File: src/common/dmi_pkg.sv
// constants shared by the data memory block and its byte store
package dmi_pkg;

    // widths
    localparam int DATA_W  = 8;
    localparam int ADDR_W  = 7;
    localparam int EFF_W   = 8;
    localparam int MEM_AW  = 6;
    localparam int MEM_DEPTH = 64;

    // special function area, direct offsets in bank 0
    localparam logic [ADDR_W-1:0] OFS_WIN0  = 7'h00;
    localparam logic [ADDR_W-1:0] OFS_PTR0  = 7'h01;
    localparam logic [ADDR_W-1:0] OFS_WIN1  = 7'h02;
    localparam logic [ADDR_W-1:0] OFS_PTR1  = 7'h03;
    localparam logic [ADDR_W-1:0] OFS_TRACE = 7'h04;
    localparam logic [ADDR_W-1:0] OFS_ACC   = 7'h05;
    localparam logic [ADDR_W-1:0] OFS_PCL   = 7'h06;

    // field positions of an effective address
    localparam int BANK_BIT = 7;
    localparam int GP_MSB   = 6;
    localparam int GP_LSB   = 5;
    localparam int ROW_MSB  = 4;

    // general purpose area occupies 60H..7FH of each bank
    localparam logic [1:0] GP_SEL = 2'h3;

    // reset and fixed values
    localparam logic [DATA_W-1:0] RST_BYTE  = 8'h00;
    localparam logic [DATA_W-1:0] ZERO_BYTE = 8'h00;
    localparam logic [DATA_W-1:0] PC_STEP   = 8'h01;
    localparam logic [EFF_W-1:0]  RST_EFF   = 8'h00;

    // timing: cycles inserted after a program counter low write
    localparam int DUMMY_CYCLES = 1;

endpackage

File: src/rtl/dmi_byte_ram.sv
// general purpose byte store with registered read port
`timescale 1ns/100ps

module dmi_byte_ram
    import dmi_pkg::*;
(
    input  wire logic                clk,
    input  wire logic                rst_b,
    input  wire logic                we,
    input  wire logic [MEM_AW-1:0]   waddr,
    input  wire logic [DATA_W-1:0]   wdata,
    input  wire logic                re,
    input  wire logic [MEM_AW-1:0]   raddr,
    output logic      [DATA_W-1:0]   rdata
);
    import dmi_pkg::*;

    // array carries no reset: contents are undefined at power-up
    logic [DATA_W-1:0] mem_r [MEM_DEPTH];

    always_ff @(posedge clk) begin
        if (we) begin
            mem_r[waddr] <= wdata;
        end
    end

    always_ff @(posedge clk or negedge rst_b) begin
        if (!rst_b) begin
            rdata <= RST_BYTE;
        end else if (re) begin
            rdata <= mem_r[raddr];
        end
    end

endmodule

File: src/rtl/dmi_data_mem.sv
// byte-wide data memory with indirect windows and program counter low
`timescale 1ns/100ps

////////////////////////////////////////////////////////////////////////////////
// Behaviour
// - every location holds one byte, accessed whole
// - address space starts at zero, special registers below general area
// - general purpose locations are readable and writable
// - some special locations ignore program writes
// - window accesses go to the address held in the paired pointer
// - first pointer reaches bank 0 only, second reaches any bank
// - indirect read of a window location returns zero
// - write to a window location with no redirect target does nothing
// - pointers are real storage, written like any register
// - direct addresses select bank 0 only
// - each pointer is eight bits; the second uses all eight as the indirect address, the first only the low seven
// - arithmetic results load straight into the accumulator
// - no register-to-register move; writes take core write data only
// - program counter low byte is mapped into special area
// - writing program counter low jumps within the current page
// - a program counter low write inserts one dummy cycle
module dmi_data_mem
    import dmi_pkg::*;
(
    input  wire logic                  clk,
    input  wire logic                  rst_b,
    input  wire logic [ADDR_W-1:0]     addr,
    input  wire logic [DATA_W-1:0]     wr_data,
    input  wire logic                  wr_en,
    input  wire logic                  rd_en,
    output logic      [DATA_W-1:0]     rd_data,
    input  wire logic [DATA_W-1:0]     alu_result,
    input  wire logic                  acc_load,
    output logic      [DATA_W-1:0]     acc_value,
    input  wire logic                  pc_advance,
    output logic      [DATA_W-1:0]     pc_low,
    output logic                       pc_jump,
    output logic                       dummy_cycle
);
    import dmi_pkg::*;

    logic [DATA_W-1:0] ptr0_r;
    logic [DATA_W-1:0] ptr1_r;
    logic [DATA_W-1:0] acc_r;
    logic [DATA_W-1:0] pcl_r;
    logic [EFF_W-1:0]  trace_r;
    logic              jump_r;
    logic              dummy_r;
    logic              sel_mem_r;
    logic [DATA_W-1:0] sfr_q_r;

    logic              ind;
    logic              ind0;
    logic [EFF_W-1:0]  eff;
    logic              eff_bank0;
    logic              gp_hit;
    logic              win_hit;
    logic              sfr_ptr0;
    logic              sfr_ptr1;
    logic              sfr_acc;
    logic              sfr_pcl;
    logic              sfr_trace;
    logic              any_hit;
    logic              mem_we;
    logic              mem_re;
    logic [MEM_AW-1:0] mem_addr;
    logic [DATA_W-1:0] mem_q;
    logic [DATA_W-1:0] sfr_rd;
    logic              pcl_wr;

    ////////////////////////////////////////////////////////////////////////////
    // address resolution

    always_comb begin
        ind  = 1'b0;
        ind0 = 1'b0;
        eff  = {1'b0, addr};
        if (addr == OFS_WIN0) begin
            ind  = 1'b1;
            ind0 = 1'b1;
            eff  = {1'b0, ptr0_r[ADDR_W-1:0]};
        end else if (addr == OFS_WIN1) begin
            ind = 1'b1;
            eff = ptr1_r;
        end
    end

    // special registers sit low in bank 0
    assign eff_bank0 = !eff[BANK_BIT];
    assign gp_hit    = (eff[GP_MSB:GP_LSB] == GP_SEL);
    assign win_hit   = eff_bank0 && ((eff[ADDR_W-1:0] == OFS_WIN0)
                                  || (eff[ADDR_W-1:0] == OFS_WIN1));
    assign sfr_ptr0  = eff_bank0 && (eff[ADDR_W-1:0] == OFS_PTR0);
    assign sfr_ptr1  = eff_bank0 && (eff[ADDR_W-1:0] == OFS_PTR1);
    assign sfr_acc   = eff_bank0 && (eff[ADDR_W-1:0] == OFS_ACC);
    assign sfr_pcl   = eff_bank0 && (eff[ADDR_W-1:0] == OFS_PCL);
    assign sfr_trace = eff_bank0 && (eff[ADDR_W-1:0] == OFS_TRACE);
    assign any_hit   = gp_hit || sfr_ptr0 || sfr_ptr1 || sfr_acc
                    || sfr_pcl || sfr_trace;

    ////////////////////////////////////////////////////////////////////////////
    // general purpose store

    // only core write data reaches storage
    assign mem_we   = wr_en && gp_hit;
    assign mem_re   = rd_en && gp_hit;
    assign mem_addr = {eff[BANK_BIT], eff[ROW_MSB:0]};

    dmi_byte_ram u_ram (
        .clk   (clk),
        .rst_b (rst_b),
        .we    (mem_we),
        .waddr (mem_addr),
        .wdata (wr_data),
        .re    (mem_re),
        .raddr (mem_addr),
        .rdata (mem_q)
    );

    ////////////////////////////////////////////////////////////////////////////
    // pointers

    always_ff @(posedge clk or negedge rst_b) begin
        if (!rst_b) begin
            ptr0_r <= RST_BYTE;
        end else if (wr_en && sfr_ptr0) begin
            ptr0_r <= wr_data;
        end
    end

    always_ff @(posedge clk or negedge rst_b) begin
        if (!rst_b) begin
            ptr1_r <= RST_BYTE;
        end else if (wr_en && sfr_ptr1) begin
            ptr1_r <= wr_data;
        end
    end

    ////////////////////////////////////////////////////////////////////////////
    // accumulator

    // arithmetic result into accumulator
    // an alu load beats a bus write in the same cycle: it is the newer result
    always_ff @(posedge clk or negedge rst_b) begin
        if (!rst_b) begin
            acc_r <= RST_BYTE;
        end else if (acc_load) begin
            acc_r <= alu_result;
        end else if (wr_en && sfr_acc) begin
            acc_r <= wr_data;
        end
    end

    assign acc_value = acc_r;

    ////////////////////////////////////////////////////////////////////////////
    // protected trace of the last indirect target

    always_ff @(posedge clk or negedge rst_b) begin
        if (!rst_b) begin
            trace_r <= RST_EFF;
        end else if ((wr_en || rd_en) && ind) begin
            trace_r <= eff;
        end
    end

    ////////////////////////////////////////////////////////////////////////////
    // program counter low byte

    assign pcl_wr = wr_en && sfr_pcl;

    // in-page jump, low byte only
    // the advance is held during the dummy cycle so the target is not skipped
    always_ff @(posedge clk or negedge rst_b) begin
        if (!rst_b) begin
            pcl_r <= RST_BYTE;
        end else if (pcl_wr) begin
            pcl_r <= wr_data;
        end else if (pc_advance && !dummy_r) begin
            pcl_r <= pcl_r + PC_STEP;
        end
    end

    // one dummy cycle after a jump
    always_ff @(posedge clk or negedge rst_b) begin
        if (!rst_b) begin
            jump_r  <= 1'b0;
            dummy_r <= 1'b0;
        end else begin
            jump_r  <= pcl_wr;
            dummy_r <= pcl_wr;
        end
    end

    assign pc_low      = pcl_r;
    assign pc_jump     = jump_r;
    assign dummy_cycle = dummy_r;

    ////////////////////////////////////////////////////////////////////////////
    // read path

    always_comb begin
        sfr_rd = ZERO_BYTE;
        if (sfr_ptr0) begin
            sfr_rd = ptr0_r;
        end else if (sfr_ptr1) begin
            sfr_rd = ptr1_r;
        end else if (sfr_acc) begin
            sfr_rd = acc_r;
        end else if (sfr_pcl) begin
            sfr_rd = pcl_r;
        end else if (sfr_trace) begin
            sfr_rd = trace_r;
        end
    end

    // whole byte returned a cycle after the strobe
    always_ff @(posedge clk or negedge rst_b) begin
        if (!rst_b) begin
            sel_mem_r <= 1'b0;
            sfr_q_r   <= RST_BYTE;
        end else if (rd_en) begin
            sel_mem_r <= gp_hit;
            sfr_q_r   <= sfr_rd;
        end
    end

    // select only: both sources are registers, so no logic sits after them
    assign rd_data = sel_mem_r ? mem_q : sfr_q_r;

    ////////////////////////////////////////////////////////////////////////////
    // checks

    logic [ADDR_W-1:0] chk_addr_r;
    logic [DATA_W-1:0] chk_data_r;

    always_ff @(posedge clk or negedge rst_b) begin
        if (!rst_b) begin
            chk_addr_r <= OFS_WIN0;
            chk_data_r <= RST_BYTE;
        end else begin
            chk_addr_r <= addr;
            chk_data_r <= wr_data;
        end
    end
endmodule

File: config.mk
export PLATFORM = sky130hd
export DESIGN_NAME = dmi_data_mem
export DESIGN_NICKNAME = d
export VERILOG_FILES = /design/src/common/dmi_pkg.sv /design/src/rtl/dmi_byte_ram.sv /design/src/rtl/dmi_data_mem.sv
export SDC_FILE = /design/constraint.sdc
export NUM_CORES = 1
export LEC_CHECK = 0
export BUFFER_PORTS_ARGS = -buffer_cell sky130_fd_sc_hd__buf_2
export CORE_MARGIN = 4
export CORE_UTILIZATION = 45
export CTS_CLUSTER_SIZE = 40
export DETAILED_ROUTE_END_ITERATION = 6
export PLACE_DENSITY = 0.68
export SYNTH_ARGS = -nofsm -noshare
export SYNTH_HDL_FRONTEND = slang
export SYNTH_SLANG_ARGS = --single-unit
File: constraint.sdc
create_clock -name clk -period 6.01 [get_ports clk]
set_clock_uncertainty 0.2 [all_clocks]
set_input_delay 0.9015 -clock clk [delete_from_list [all_inputs] [get_ports clk]]
set_output_delay 0.9015 -clock clk [all_outputs]
set_load 0.005 [all_outputs]
==> impl_metrics.ini <==
[yosys]
postSynth.asyncResetShare_pct = 10.18
synth_flop_cell = edfxtp_1
synth_warnings = 0
syn_area_sq_um = 23620
yosys.area.top_type = edfxtp_1
synth.top_cell.area_share_pct = 65.10
synth_cell_type_count = 78
synth.area.top_cells = edfxtp_1 65%, dfrtp_1 6.1%, nand2_1 6.0%
ys_ff_latch = 570
seq_area_frac_synth_pct = 71.24
avgSynthCellArea_sq_um = 13.30
netlist_instances = 1776
synth_nets = 1806
synth_edf_count = 512

[floorplan]
core-area_sq_um = 51610
die_height_um = 237.1
start_util_pct = 45.76
die_x_um = 237.1
fp.dieArea_sq_um = 56220
rows = 83
io_pins = 55

[clock_tree]
cts_max_level = 2
path_clk_slew_ns = 0.06
clk_latency_ns = 0.61
post-cts-setup-buffers = 0
cts_buffers = 57
clockBufferDepth = 3
cts_resized = 0
postCtsHoldBufs = 0
tritoncts = done
cts_sinks = 570
cts_root_buf = clkbuf_16

[run_status]
status = completed

[detailed_routing]
drt_iter0_drc = 1941
route.detailed.drc = 0
num_vias = 15629
vias_per_cell = 6.143
wl_mm = 65.45
first_pass_iters = 5
routedWlPerCell_um = 25.73
antenna_left = 0

[placement]
placed_area_sq_um = 24470
gp_congestion = 0.9281
place_hpwl_mm = 39.53
port_buffers = 54

[sta]
fmax_mhz = 219.5
fin_crit_sh_pct = 75.79
worst_pin_slew_ns = 1.126
relSlewSlack_pct = 24.92
maxSlewViolCount = 0
fin_crit_ns = 4.555
hold_viol = 0
setup_viol_count_final = 0
tns_ns = 0
rsz0062_at_grt = no

[grt]
grt_pass1_wl_mm = 97.89
grt-ovfl-total = 0
grtUsageTotal_pct = 22.74
antenna_found_initial = 0
grt_max_degree = 69
grt_pass1_vias = 15147

[critical_path]
criticalPathCategory = primary input to flop
worstPathRequired_ns = 6.30
worstSetupEndpointType = flop
worst_setup_path_start_kind = primary input
crit_buf_inv = 2
crit_arrival_ns = 4.85
worstPathCellList = buf_2, nor3_2, a31oi_1, a31oi_4, buf_4, and3_1, a311oi_1, o41ai_1, nand4_1, o32a_1
path_delay_family = compound AO/OA/AOI/OAI gates
cp_max_fo = 39
crit_path_top_delay_cell = a31oi_4
slowest_delay_ns = 0.92

[power_and_ir_drop]
totalPowerFinal_mw = 8.584
leakage_nw = 9.123
power_density_nw_per_um2 = 326.6
vdd_drop_max_mv = 0.1947

[cells_and_area]
postLayoutCellArea_sq_um = 26290
drive_above_1_share_pct = 12.07
insertedDiodeCount = 0
fin_nets = 1848
synthToLayoutAreaGrowth_pct = 11.29
final_util_pct = 50.93

[hold_path]
min_path_type = primary input to async pin

[job]
cap_violations = 0
-- area by class of cell --
cell class / count / area, sq um
fill: 4278 / 25330
sequential: 570 / 16830
multi-input combinational: 1078 / 6153
clock buffer: 75 / 1524
tap: 680 / 850.8
timing repair buffer: 95 / 578.1
clock inverter: 30 / 294.0
inverter: 16 / 60.06
-- sequential cells by signal, summed over array words and instances, names as in the netlist --
register     count
acc_value        8
dummy_cycle      1
pc_low           8
ptr0_r           8
ptr1_r           8
sel_mem_r        1
sfr_q_r          8
trace_r          8
u_ram.mem_r    512
u_ram.rdata      8
-- metrics by stage --
step,setup WS [ns],std cells,hold slack [ns]
finish,1.455,2544,0.2613
global route,1.325,2544,0.3059
CTS,1.548,2544,0.2761
detailed placement,0.9554,2439,0.2703
global placement,0.9319,2439,0.2625
floorplan,2.244,1776,0.2492
-- logic make-up (layout without fill, tap and decap cells) --
kind of cell	Yosys count	in the layout	share of synthesized area (%)
AOI/OAI and AO/OA	310	310	9.239
xor gates and xnor gates	7	7	0.2596
adders and majority gates	1	1	0.05297
buffers and inverters	128	216	2.855
DFF	570	570	71.24
muxes	87	87	3.872
and+or+nand+nor	673	673	12.48
-- metal layers --
| metal | vias up | GRT usage, % | part of all wire (%) | wire (um) |
|---|---|---|---|---|
| met3 | 148 | 4.507 | 10 | 6721 |
| met2 | 940 | 35.64 | 46 | 30210 |
| met5 | - | 0 | 0 | 0 |
| met4 | 0 | 8.546 | 3.8 | 2515 |
| li1 | 6774 | - | - | - |
| met1 | 7767 | 31.75 | 40 | 26010 |
-- cells in the mapped netlist, drive strengths merged (31+ instances only) --
| cell | instances |
|---|---|
| clkbuf | 31 |
| a31oi | 31 |
| a21oi | 70 |
| nand2 | 377 |
| edfxtp | 512 |
| o21ai | 53 |
| nor2 | 106 |
| and3 | 62 |
| dfrtp | 58 |
| nand3 | 83 |
| buf | 81 |
| mux2i | 61 |
-- path summary, 6_finish.rpt --
| path | startpoint | end | slack [ns] | cells after the start |
|---|---|---|---|---|
| min in group clk | trace_r[7] | trace_r[7] | 0.28 | 2 |
| max in group asynchronous | rst_b | sfr_q_r[6] | 4.79 | 2 |
| min | rst_b | pc_low[5] | 0.26 | 2 |
| min reg2reg | trace_r[7] | trace_r[7] | 0.28 | 2 |
| max | addr[2] | u_ram.rdata[5] | 1.45 | 10 |
| max reg2reg | ptr1_r[2] | u_ram.mem_r[9][4] | 1.85 | 6 |
-- cells in the final DEF, fill, tap and decap left out, drive strengths merged, types with 17 or more instances in the layout --
master	synthesis	final
inv	16	17
a311oi	25	25
dfrtp	58	58
mux2	25	25
a31oi	31	31
buf	81	95
nand2	377	377
o21ai	53	53
edfxtp	512	512
nor2	106	106
mux2i	61	61
nand3	83	83
and3	62	62
clkinv	0	22
a21oi	70	70
o22ai	22	22
clkbuf	31	75
-- report_power, final --
group | switching (mW) | internal, mW | leakage, nW
Sequential | 0.0933 | 4.39 | 5.34
Clock | 1.47 | 2.03 | 0.887
Combinational | 0.404 | 0.197 | 2.89
Total | 1.97 | 6.62 | 9.12
(Power assumes the default switching activity.)
